File: src/inc/hiwc_pkg.sv
/*
  package for the halt / idle / wake-up controller: mode encodings,
  settle counts and widths shared by the controller, its checker and the testbench.
  assumes a single 125 MHz clock domain and a synchronous active high reset.
*/
package hiwc_pkg;
  // ****************************************************************
  // widths and timing
  // ****************************************************************
  localparam int HIWC_PA_W = 8;
  localparam int HIWC_IRQ_W = 8;
  localparam int HIWC_CLK_MHZ = 125;
  localparam int HIWC_HOSC_SETTLE_CYC = 1024;
  localparam int HIWC_LOSC_SETTLE_CYC = 1024;
  localparam int HIWC_SETTLE_W = 11;
  localparam logic [HIWC_SETTLE_W-1:0] HIWC_SETTLE_RST = 11'h000;
  localparam logic HIWC_PDF_RST = 1'b0;
  localparam logic HIWC_TO_RST = 1'b0;

  // ****************************************************************
  // controller states, one-hot
  // ****************************************************************
  typedef enum logic [6:0] {
    HIWC_RUN = 7'h01,
    HIWC_IDLE_OFF = 7'h02,
    HIWC_IDLE_ON = 7'h04,
    HIWC_SLEEP_OFF = 7'h08,
    HIWC_SLEEP_WDT = 7'h10,
    HIWC_SETTLE_H = 7'h20,
    HIWC_SETTLE_L = 7'h40
  } hiwc_state_t;

  // resume kinds reported to the core
  typedef enum logic [1:0] {
    HIWC_RES_NONE = 2'h0,
    HIWC_RES_NEXT = 2'h1,
    HIWC_RES_IRQ = 2'h2,
    HIWC_RES_WDT = 2'h3
  } hiwc_resume_t;
endpackage

File: src/hdl/hiwc_sync_fall.sv
/*
  two-flop synchroniser with a falling edge detector per bit.
  assumes the inputs are asynchronous pins; edge uses only the second and third flops.
*/
`timescale 1ns/10ps
module hiwc_sync_fall #(
  parameter int W = 8
) (
  clk,
  srst,
  pin_in,
  level_out,
  fall_out
);
  input wire logic clk;
  input wire logic srst;
  input wire logic [W-1:0] pin_in;
  output logic [W-1:0] level_out;
  output logic [W-1:0] fall_out;

  logic [W-1:0] meta_q;
  logic [W-1:0] sync_q;
  logic [W-1:0] prev_q;

  // first flop feeds only the second; reset to high so no false fall
  always_ff @(posedge clk) begin
    if (srst) begin
      meta_q <= '1;
      sync_q <= '1;
      prev_q <= '1;
    end else begin
      meta_q <= pin_in;
      sync_q <= meta_q;
      prev_q <= sync_q;
    end
  end

  assign level_out = sync_q;
  assign fall_out = prev_q & ~sync_q;
endmodule

File: src/hdl/hiwc_ctrl.sv
/*
  halt / idle / wake-up controller: picks the power mode on a halt,
  gates the clocks, clears the watchdog, keeps the power-down and time-out
  flags, detects wake sources and tells the core how to resume.
  assumes the core pulses halt_exec and wdt_clr_exec for one clock, and that
  oscillator ready levels and port A pins are asynchronous.
*/
`timescale 1ns/10ps
module hiwc_ctrl
  import hiwc_pkg::*;
#(
  parameter int PA_W = HIWC_PA_W,
  parameter int IRQ_W = HIWC_IRQ_W
) (
  clk,
  srst,
  halt_exec,
  wdt_clr_exec,
  idle_select,
  sysclk_in_idle_on,
  wdt_enable,
  wdt_on_sub,
  low_voltage_detect,
  fast_wake_enable,
  hosc_is_sys,
  sys_on_slow,
  high_osc_stable,
  low_osc_stable,
  ext_reset_wake,
  wdt_overflow,
  porta_pins,
  porta_wake_enable,
  irq_req,
  irq_enable,
  stack_full,
  cpu_halted,
  sys_clk_en,
  tb_clk_en,
  sub_clk_en,
  wdt_clk_en,
  wdt_clear,
  periph_on_slow,
  high_osc_en,
  low_osc_en,
  high_osc_ready,
  power_down_flag,
  watchdog_timeout_flag,
  full_reset,
  pc_sp_reset,
  resume_pulse,
  resume_kind,
  irq_take,
  slow_switch_ok,
  mode_state
);
  input wire logic clk;
  input wire logic srst;
  input wire logic halt_exec;
  input wire logic wdt_clr_exec;
  input wire logic idle_select;
  input wire logic sysclk_in_idle_on;
  input wire logic wdt_enable;
  input wire logic wdt_on_sub;
  input wire logic low_voltage_detect;
  input wire logic fast_wake_enable;
  input wire logic hosc_is_sys;
  input wire logic sys_on_slow;
  input wire logic high_osc_stable;
  input wire logic low_osc_stable;
  input wire logic ext_reset_wake;
  input wire logic wdt_overflow;
  input wire logic [PA_W-1:0] porta_pins;
  input wire logic [PA_W-1:0] porta_wake_enable;
  input wire logic [IRQ_W-1:0] irq_req;
  input wire logic [IRQ_W-1:0] irq_enable;
  input wire logic stack_full;
  output logic cpu_halted;
  output logic sys_clk_en;
  output logic tb_clk_en;
  output logic sub_clk_en;
  output logic wdt_clk_en;
  output logic wdt_clear;
  output logic periph_on_slow;
  output logic high_osc_en;
  output logic low_osc_en;
  output logic high_osc_ready;
  output logic power_down_flag;
  output logic watchdog_timeout_flag;
  output logic full_reset;
  output logic pc_sp_reset;
  output logic resume_pulse;
  output hiwc_resume_t resume_kind;
  output logic [IRQ_W-1:0] irq_take;
  output logic slow_switch_ok;
  output hiwc_state_t mode_state;

  // ****************************************************************
  // input synchronisation
  // ****************************************************************
  logic [PA_W-1:0] pa_fall;
  logic [IRQ_W-1:0] irq_s;
  logic [1:0] osc_s;
  logic [1:0] rst_s;
  logic [IRQ_W+3:0] misc_meta_q;
  logic [IRQ_W+3:0] misc_sync_q;

  // port A pins: synchronise then falling edge
  hiwc_sync_fall #(.W(PA_W)) u_pa_sync (
    .clk(clk),
    .srst(srst),
    .pin_in(porta_pins),
    .level_out(),
    .fall_out(pa_fall)
  );

  // irq requests, oscillator ready and reset sources are asynchronous too
  always_ff @(posedge clk) begin
    if (srst) begin
      misc_meta_q <= '0;
      misc_sync_q <= '0;
    end else begin
      misc_meta_q <= {irq_req, high_osc_stable, low_osc_stable, ext_reset_wake, wdt_overflow};
      misc_sync_q <= misc_meta_q;
    end
  end
  assign irq_s = misc_sync_q[IRQ_W+3:4];
  assign osc_s = misc_sync_q[3:2];
  assign rst_s = misc_sync_q[1:0];

  // ****************************************************************
  // mode state machine
  // ****************************************************************
  hiwc_state_t state_q;
  hiwc_state_t state_d;
  localparam int SETTLE_W_L = HIWC_SETTLE_W;
  logic [SETTLE_W_L-1:0] cnt_q;
  logic [IRQ_W-1:0] irq_armed_q;
  logic low_pending_q;
  logic asleep;
  logic sleep_kind;
  logic [IRQ_W-1:0] irq_wake;
  logic pa_wake;
  logic any_wake;
  logic fast_ok;
  logic cnt_done_h;
  logic cnt_done_l;

  assign asleep = (state_q == HIWC_IDLE_OFF) || (state_q == HIWC_IDLE_ON) ||
                  (state_q == HIWC_SLEEP_OFF) || (state_q == HIWC_SLEEP_WDT);
  assign sleep_kind = wdt_enable | low_voltage_detect;
  // only requests that rose after entry may wake
  assign irq_wake = irq_s & irq_armed_q;
  assign pa_wake = |(pa_fall & porta_wake_enable);
  assign any_wake = asleep & (rst_s[1] | rst_s[0] | pa_wake | (|irq_wake));
  assign fast_ok = (state_q == HIWC_SLEEP_WDT) & hosc_is_sys & fast_wake_enable;
  assign cnt_done_h = (cnt_q == SETTLE_W_L'(HIWC_HOSC_SETTLE_CYC - 1));
  assign cnt_done_l = (cnt_q == SETTLE_W_L'(HIWC_LOSC_SETTLE_CYC - 1));

  // next mode
  always_comb begin
    state_d = state_q;
    case (state_q)
      HIWC_RUN: begin
        if (halt_exec) begin
          if (idle_select && !sysclk_in_idle_on) begin
            state_d = HIWC_IDLE_OFF;
          end else if (idle_select) begin
            state_d = HIWC_IDLE_ON;
          end else if (sleep_kind) begin
            state_d = HIWC_SLEEP_WDT;
          end else begin
            state_d = HIWC_SLEEP_OFF;
          end
        end
      end
      HIWC_IDLE_OFF, HIWC_IDLE_ON: begin
        if (any_wake) begin
          state_d = HIWC_RUN;
        end
      end
      HIWC_SLEEP_OFF, HIWC_SLEEP_WDT: begin
        if (any_wake) begin
          // fast wake runs on sub clock while high oscillator settles
          state_d = fast_ok ? HIWC_RUN : HIWC_SETTLE_H;
        end
      end
      HIWC_SETTLE_H: begin
        if (cnt_done_h && osc_s[1]) begin
          state_d = low_pending_q ? HIWC_SETTLE_L : HIWC_RUN;
        end
      end
      HIWC_SETTLE_L: begin
        // core already runs; low settle finishes in background, then waits for a stable crystal
        if (cnt_done_l && osc_s[0]) begin
          state_d = HIWC_RUN;
        end
      end
      default: state_d = HIWC_RUN;
    endcase
  end

  // power-on starts with a high oscillator settle
  always_ff @(posedge clk) begin
    if (srst) begin
      state_q <= HIWC_SETTLE_H;
    end else if (rst_s[1] && asleep) begin
      state_q <= HIWC_SETTLE_H;
    end else begin
      state_q <= state_d;
    end
  end

  // shared settle counter: restarts on each settle phase entry
  always_ff @(posedge clk) begin
    if (srst) begin
      cnt_q <= HIWC_SETTLE_RST;
    end else if (state_q != state_d || !(state_q == HIWC_SETTLE_H || state_q == HIWC_SETTLE_L)) begin
      cnt_q <= HIWC_SETTLE_RST;
    end else if (!((state_q == HIWC_SETTLE_H && cnt_done_h) || (state_q == HIWC_SETTLE_L && cnt_done_l))) begin
      cnt_q <= cnt_q + SETTLE_W_L'(1);
    end
  end

  // low oscillator needs its own settle if it was off in sleep
  always_ff @(posedge clk) begin
    if (srst) begin
      low_pending_q <= 1'b1;
    end else if (halt_exec && state_q == HIWC_RUN) begin
      low_pending_q <= !idle_select && !sleep_kind;
    end else if (state_q == HIWC_SETTLE_L && cnt_done_l && osc_s[0]) begin
      low_pending_q <= 1'b0;
    end
  end

  // arm only requests that were low at halt
  always_ff @(posedge clk) begin
    if (srst) begin
      irq_armed_q <= '0;
    end else if (halt_exec && state_q == HIWC_RUN) begin
      irq_armed_q <= ~irq_s;
    end else begin
      irq_armed_q <= irq_armed_q & ~irq_s | (irq_armed_q & irq_s);
    end
  end

  // ****************************************************************
  // clock gating and watchdog
  // ****************************************************************
  always_ff @(posedge clk) begin
    if (srst) begin
      sys_clk_en <= 1'b0;
      tb_clk_en <= 1'b1;
      sub_clk_en <= 1'b0;
      wdt_clk_en <= 1'b0;
      high_osc_en <= 1'b1;
      low_osc_en <= 1'b1;
      periph_on_slow <= 1'b0;
    end else begin
      sys_clk_en <= (state_d == HIWC_RUN) || (state_d == HIWC_IDLE_ON) ||
                    (state_d == HIWC_SETTLE_L);
      tb_clk_en <= (state_d != HIWC_SLEEP_OFF) && (state_d != HIWC_SLEEP_WDT);
      // sub clock follows watchdog enable when watchdog runs on it
      sub_clk_en <= (state_d == HIWC_IDLE_OFF) || (state_d == HIWC_IDLE_ON) ||
                    (state_d != HIWC_SLEEP_OFF && wdt_enable && wdt_on_sub);
      wdt_clk_en <= wdt_enable && (wdt_on_sub ? (state_d != HIWC_SLEEP_OFF) :
                    (state_d == HIWC_RUN || state_d == HIWC_IDLE_ON || state_d == HIWC_SETTLE_L));
      high_osc_en <= (state_d != HIWC_SLEEP_OFF) && (state_d != HIWC_SLEEP_WDT) &&
                     !(state_d == HIWC_IDLE_OFF && sys_on_slow);
      low_osc_en <= (state_d != HIWC_SLEEP_OFF) && (state_d != HIWC_SETTLE_H || !low_pending_q);
      periph_on_slow <= sys_on_slow;
    end
  end

  // watchdog cleared on any mode entry from run
  always_ff @(posedge clk) begin
    if (srst) begin
      wdt_clear <= 1'b0;
    end else begin
      wdt_clear <= (state_q == HIWC_RUN && halt_exec) || (wdt_clr_exec && state_q == HIWC_RUN);
    end
  end

  // ****************************************************************
  // flags
  // ****************************************************************
  // halt sets, watchdog clear instruction clears; set wins
  always_ff @(posedge clk) begin
    if (srst) begin
      power_down_flag <= HIWC_PDF_RST;
    end else if (halt_exec && state_q == HIWC_RUN) begin
      power_down_flag <= 1'b1;
    end else if (wdt_clr_exec && state_q == HIWC_RUN) begin
      power_down_flag <= 1'b0;
    end
  end

  // time-out flag: cleared on entry, set by overflow while asleep
  always_ff @(posedge clk) begin
    if (srst) begin
      watchdog_timeout_flag <= HIWC_TO_RST;
    end else if (asleep && rst_s[0]) begin
      watchdog_timeout_flag <= 1'b1;
    end else if (halt_exec && state_q == HIWC_RUN) begin
      watchdog_timeout_flag <= 1'b0;
    end
  end

  // ****************************************************************
  // resume decision
  // ****************************************************************
  logic wake_run;
  assign wake_run = (state_d == HIWC_RUN) && (state_q != HIWC_RUN);

  always_ff @(posedge clk) begin
    if (srst) begin
      cpu_halted <= 1'b1;
      high_osc_ready <= 1'b0;
      slow_switch_ok <= 1'b0;
      mode_state <= HIWC_SETTLE_H;
    end else begin
      // core executes only when high oscillator ready or fast wake
      cpu_halted <= !(state_d == HIWC_RUN || state_d == HIWC_SETTLE_L);
      high_osc_ready <= (state_q == HIWC_SETTLE_H) ? (cnt_done_h && osc_s[1]) :
                        (high_osc_ready && state_d != HIWC_SLEEP_OFF && state_d != HIWC_SLEEP_WDT);
      if (any_wake && fast_ok) begin
        slow_switch_ok <= 1'b1;
      end else if (halt_exec) begin
        slow_switch_ok <= 1'b0;
      end
      mode_state <= state_d;
    end
  end

  // reset pulses and resume kind, captured at the wake instant
  always_ff @(posedge clk) begin
    if (srst) begin
      full_reset <= 1'b0;
      pc_sp_reset <= 1'b0;
      resume_pulse <= 1'b0;
      resume_kind <= HIWC_RES_NONE;
      irq_take <= '0;
    end else begin
      full_reset <= any_wake && rst_s[1];
      pc_sp_reset <= any_wake && !rst_s[1] && rst_s[0];
      resume_pulse <= wake_run;
      irq_take <= '0;
      if (any_wake) begin
        if (rst_s[1] || rst_s[0]) begin
          resume_kind <= HIWC_RES_WDT;
        end else if (|(irq_wake & irq_enable) && !stack_full) begin
          resume_kind <= HIWC_RES_IRQ;
          irq_take <= irq_wake & irq_enable;
        end else begin
          resume_kind <= HIWC_RES_NEXT;
        end
      end
    end
  end
endmodule

File: config.mk
export PLATFORM = sky130hd
export DESIGN_NAME = hiwc_ctrl
export DESIGN_NICKNAME = d
export VERILOG_FILES = /design/src/inc/hiwc_pkg.sv /design/src/hdl/hiwc_sync_fall.sv /design/src/hdl/hiwc_ctrl.sv
export SDC_FILE = /design/constraint.sdc
export NUM_CORES = 1
export LEC_CHECK = 0
export BUFFER_PORTS_ARGS = -buffer_cell sky130_fd_sc_hd__buf_2
export CAP_MARGIN = 15
export CELL_PAD_IN_SITES_DETAIL_PLACEMENT = 1
export CELL_PAD_IN_SITES_GLOBAL_PLACEMENT = 1
export CORE_MARGIN = 1.5
export CORE_UTILIZATION = 43
export CTS_CLUSTER_DIAMETER = 40
export CTS_CLUSTER_SIZE = 24
export DETAILED_ROUTE_END_ITERATION = 8
export PLACE_DENSITY_LB_ADDON = 0.15
export SYNTH_ARGS = -nofsm -noshare
export SYNTH_HDL_FRONTEND = slang
export SYNTH_SLANG_ARGS = --single-unit
File: constraint.sdc
create_clock -name clk -period 6.9 [get_ports clk]
set_input_delay 1.38 -clock clk [delete_from_list [all_inputs] [get_ports clk]]
set_output_delay 1.38 -clock clk [all_outputs]
set_load 0.05 [all_outputs]
### Word level (Yosys, flattened, before mapping)

Index checks and enable logic that the tools add are counted.

| cells by class | value |
|---|---|
| mux-type cells | 24 |
| equality and inequality tests | 17 |
| $add $sub $neg | 1 |
| reductions and logical operators | 61 |
| bitwise gates (word level) | 17 |

Operators by type and width:

| cell | number |
|---|---|
| 2-to-1 mux 7 bit | 6 |
| bitwise AND 8 bit | 5 |
| case mux 7 bit (5 select lines) | 1 |
| logical AND 1 bit | 26 |
| OR reduction 8 bit | 3 |
| inverter 8 bit | 2 |
| 2-to-1 mux 5 bit | 3 |
| equality test 7 x 1 -> 1 bit, second input constant | 2 |
| equality test 7 x 2 -> 1 bit, second input constant | 2 |
| equality test 7 x 3 -> 1 bit, second input constant | 2 |
| equality test 7 bit, second input constant | 2 |
| logical OR 1 bit | 14 |
| adder 11 x 1 -> 11 bit, second input constant | 1 |
| equality test 11 x 10 -> 1 bit, second input constant | 1 |
| 2-to-1 mux 1 bit | 10 |
| zero test 1 bit | 9 |
| 2-to-1 mux 8 bit | 1 |
| bitwise OR 8 bit | 1 |
| nonzero test 2 bit | 4 |
| OR reduction 2 bit | 4 |
| equality test 7 x 4 -> 1 bit, second input constant | 1 |
| equality test 7 x 5 -> 1 bit, second input constant | 1 |
| equality test 7 x 6 -> 1 bit, second input constant | 1 |
| inequality test 7 x 1 -> 1 bit, second input constant | 1 |
| other kinds (10) | 17 |

| word-level totals | value |
|---|---|
| logic and storage cells | 148 |
| register bits | 108 |
| bits of input ports | 49 |
| output and inout port bits | 33 |

### Logic depth before layout (Yosys ltp)

| logic depth | value |
|---|---|
| word-level depth | 14 |
| depth in mapped cells | 9 |
| gate-level depth less buffers | 8 |

### Modules after synthesis

Synthesis repeated with hierarchy kept, for this count alone.

| second synthesis, totals | value |
|---|---|
| cells, all modules | 386 |
| area total of the unflattened synthesis | 3,877.5 um^2 |

Modules (own cells, without submodules):

| module | seq. area each (um^2) | cells an instance | area each (um^2) | instances |
|---|---|---|---|---|
| hiwc_ctrl | 1,681.6 | 328 | 3,174.3 | 1 |
| hiwc_sync_fall | 480.5 | 58 | 703.2 | 1 |

### Worst setup path after synthesis

Ideal clock, no wire load.

| timing | value |
|---|---|
| path kind | input -> register |
| start point | in porta_wake_enable[1] |
| end point | reg low_osc_en |
| setup time | 0.123 ns |
| arrival | 3.014 ns |
| stages | 8 |
| path buffers | 1 |
| required time | 6.777 ns |
| path slack | 3.763 ns |
| cells stage by stage | nand2_1 o22ai_1 or4_1 or3_1 buf_2 o21bai_1 a21oi_1 or2_2 |

| on the way | value |
|---|---|
| longest elaborated chain between the ends | 10 |
| elaborated cells on any way between the ends | 12 |
| those cells by class | eq/ne (2); mux (3); bitwise (4); reduce/logical (3) |

Ends and longest elaborated chain:

| what | line | text |
|---|---|---|
| start, declared | hiwc_ctrl.sv:73 | `input wire logic [PA_W-1:0] porta_wake_enable;` |
| bitwise AND 8 bit (*) | hiwc_ctrl.sv:153 | `assign pa_wake = \|(pa_fall & porta_wake_enable);` |
| OR reduction 8 bit (*) | hiwc_ctrl.sv:153 |  |
| bitwise OR 1 bit (*) (2 in a row) | hiwc_ctrl.sv:154 | `assign any_wake = asleep & (rst_s[1] \| rst_s[0] \| pa_wake \| (\|irq_wake));` |
| bitwise AND 1 bit (*) | hiwc_ctrl.sv:154 |  |
| 2-to-1 mux 7 bit, on equally long branches | hiwc_ctrl.sv:182, hiwc_ctrl.sv:177 |  |
| case mux 7 bit (5 select lines) (*) | hiwc_ctrl.sv:162 | `case (state_q)` |
| inequality test 7 x 6 -> 1 bit | hiwc_ctrl.sv:269 | `low_osc_en <= (state_d != HIWC_SLEEP_OFF) && (state_d != HIWC_SETTLE_H \|\| !low_pending_q);` |
| logical OR 1 bit | hiwc_ctrl.sv:269 |  |
| logical AND 1 bit (*) | hiwc_ctrl.sv:269 |  |
| end signal, assigned | hiwc_ctrl.sv:269 |  |
| end, declared | hiwc_ctrl.sv:85 | `output logic low_osc_en;` |

Mark *: on every way between the ends. The rest lies on a longest branch, timed or not.
A chain may end at the register's enable or synchronous reset.

### Worst setup path after layout

| timing | value |
|---|---|
| start point | in porta_wake_enable[4] |
| end point | reg low_osc_en |

The elaborated chain is that of the path after synthesis.

==> run_results.csv <==
group,metric,value,unit
critical_path,crit_required,7.16,ns
routing,num_vias,2915,
timing,setup_viol_count_final,0,
cells_and_area,nNetsFinal,524,
synthesis,yosys.area.top_type,"dfxtp_1",
place,place.gp.congestion,0.864,
clock_tree,cts_resized,0,
routing,drc,0,
timing,fmax,0.324,GHz
routing,ant_nets,0,
clock_tree,cts_buffers,9,
floorplanning,dieArea,9340,um^2
floorplanning,rows,33,
synthesis,synth_edf_count,0,
grt,grt_max_degree,84,
synthesis,syn_area_per_cell,9.47,um^2
synthesis,synth-seq-cells,108,
synthesis,synth_top_family_by_area,"simple AND/OR/NAND/NOR gates",
synthesis,yosysWarnings,0,
synthesis,synthTopCellsByArea,"dfxtp_1, nor2_1, or2_2",
synthesis,synth-simple-area-share,27.2,%
critical_path,cp-start-kind,"primary input",
timing,layout_min_cycle_time,3.09,ns
clock_tree,ctsHtreeMaxLevel,3,
grt,grt_remaining_overflow,0,
timing,skew,0.00949,ns
clock_tree,cts_buffer_depth,2,
clock_tree,post_cts_buffers,0,
synthesis,muxShareOfSynthArea,0.266,%
cells_and_area,antenna_cells,0,
critical_path,end_kind,"register",
clock_tree,cts.sinks,108,
routing,wl_per_cell,14.3,um
routing,drt-total-wl,8370,um
grt,grt_usage,18.7,%
floorplanning,start_util,45.2,%
synthesis,synth_common_cells,"dfxtp_1, nor2_1, nand2_1",
grt,first_global_vias,2913,
floorplanning,core,8340,um^2
cells_and_area,nFillCells,980,
timing,slew_headroom,51.6,%
clock_tree,cts_tree,"yes",
clock_tree,clkTransAtPathRegs,0.10,ns
synthesis,synth_fp_nets,448,
timing,worst_pin_slew,0.726,ns
floorplanning,die-width,96.6,um
synthesis,synthXorXnorAreaFrac,2.79,%
critical_path,path_max_fanout,6,
clock_tree,holdBufCountCts,0,
synthesis,yosysSeqAreaShare,57.4,%
min_path,hold_path.class,"register to register",
power_and_ir_drop,p_leak,0.00184,uW
synthesis,syn-cell-area,3770,um^2
clock_tree,clock-root-buffer,"clkbuf_8",
synthesis,yosysMostFrequentCell,"dfxtp_1",
floorplanning,die_h,96.6,um
routing,first_iter_violations,77,
power_and_ir_drop,ir_drop,0.154,mV
timing,finalCritPeriodShare,44.8,%
synthesis,yosysTopAreaCellShare,57.4,%
critical_path,arrival,3.35,ns
synthesis,synth_cells,398,
place,dp_hpwl,6070,um
critical_path,worstSetupPathType,"primary input to register",
run,max-cap-violations,0,
timing,drv_slew,0,
place,port_buffers,81,
grt,grt_pass1_wl,14200,um
floorplanning,ios,82,
power_and_ir_drop,p_total,1160,uW
synthesis,synth_top_flop_cell,"dfxtp_1",
timing,setup_tns,0,ns
grt,antenna_found_initial,0,
synthesis,synth_cell_type_count,50,
cells_and_area,drive_gt1_share,27.1,%
cells_and_area,syn_to_final_growth,18.0,%
routing,first_pass_iters,4,
power_and_ir_drop,power.density,261,nW/um^2
synthesis,yosys.area_share.adder,0.332,%
timing,hold_ws,0.417,ns
outcome,outcome,"finished clean",
clock_tree,clkLatencyLatePin,0.37,ns
routing,avgViaCountPerCell,4.99,
timing,hold_viol_final,0,
synthesis,synth-compound-area-share,9.59,%
synthesis,async_flop_share,0,%
timing,rsz0062_at_grt,"no",
[path summary, 6_finish.rpt]
kind / depth (start not counted) / endpoint / slack [ns] / start
max: 8 / low_osc_en$_SDFF_PP1_ / 3.81 / porta_wake_enable[4]
min: 1 / u_pa_sync.level_out[6]$_SDFF_PP1_ / 0.42 / u_pa_sync.meta_q[6]$_SDFF_PP1_
max reg2reg: 7 / high_osc_en$_SDFF_PP1_ / 4.18 / state_q[2]$_SDFF_PP0_
min reg2reg: 1 / u_pa_sync.level_out[6]$_SDFF_PP1_ / 0.42 / u_pa_sync.meta_q[6]$_SDFF_PP1_
[area by class of cell]
| class | instances | area [um^2] | share of cell area [%] |
|---|---|---|---|
| Clock buffer | 10 | 128 | 2.87 |
| Inverter | 6 | 22.5 | 0.506 |
| Sequential cell | 108 | 2160 | 48.6 |
| Clock inverter | 6 | 78.8 | 1.77 |
| Timing Repair Buffer | 82 | 413 | 9.28 |
| Multi-Input combinational cell | 267 | 1510 | 34.0 |
| Tap cell | 105 | 131 | 2.95 |
[registers in the layout, summed over array words and instances (netlist names), 2 cells and up, named ones only]
register,flops
resume_kind,2
misc_sync_q,12
irq_take,8
u_pa_sync.meta_q,8
state_q,7
cnt_q,11
mode_state,7
u_pa_sync.prev_q,8
misc_meta_q,12
u_pa_sync.level_out,8
[layer usage]
layer  GRT usage [%]  up-vias  part of all wire [%]  routed length [um]
met3            4.41        6                   4.0                 338
met5               0        -                     0                   0
met1            25.2     1353                    48                4040
met4            6.24        0                   1.1                  92
met2            29.4       64                    47                3900
li1                -     1492                     -                   -
[critical path: stages]
cell,delay (ns)
buf_2,0.09
nand2_1,0.06
o22ai_1,0.09
or4_1,0.58
or3_1,0.49
o21bai_1,0.31
a21oi_1,0.07
or2_2,0.28
[report_power, final]
part | total [uW] | internal [uW] | switching, uW
registers | 658 | 646 | 11.4
clock network | 397 | 176 | 220
logic | 108 | 40.0 | 68.5
total | 1160 | 863 | 300
[stage by stage]
step | cell area, um^2 | instances | utilization [%] | setup slack, ns
CTS | 4450 | 584 | 53.3 | 3.84
floorplan | 3770 | 398 | - | 3.76
global placement | 4240 | 568 | 50.9 | 3.51
detailed placement | 4240 | 568 | 50.9 | 3.46
finish | 4450 | 584 | 53.3 | 3.81
global route | 4450 | 584 | 53.3 | 3.70
[placed cells by master (no fill, tap or decap), types with 8 or more instances in the layout]
master,n
a211oi_1,9
a21oi_1,17
buf_2,81
clkbuf_8,9
dfxtp_1,108
nand2_1,36
nand3_1,19
nand4_1,9
nor2_1,54
nor2b_1,24
nor3_1,8
or2_2,26
[cells by family (layout without fill, tap and decap cells)]
logic type	Yosys count	after routing
AOI/OAI and AO/OA	54	54
muxes	1	1
adders and majority gates	1	1
buffers and inverters	23	104
DFF	108	108
and+or+nand+nor	199	199
xor gates and xnor gates	12	12
No activity file was read; power rests on OpenSTA's default activity.
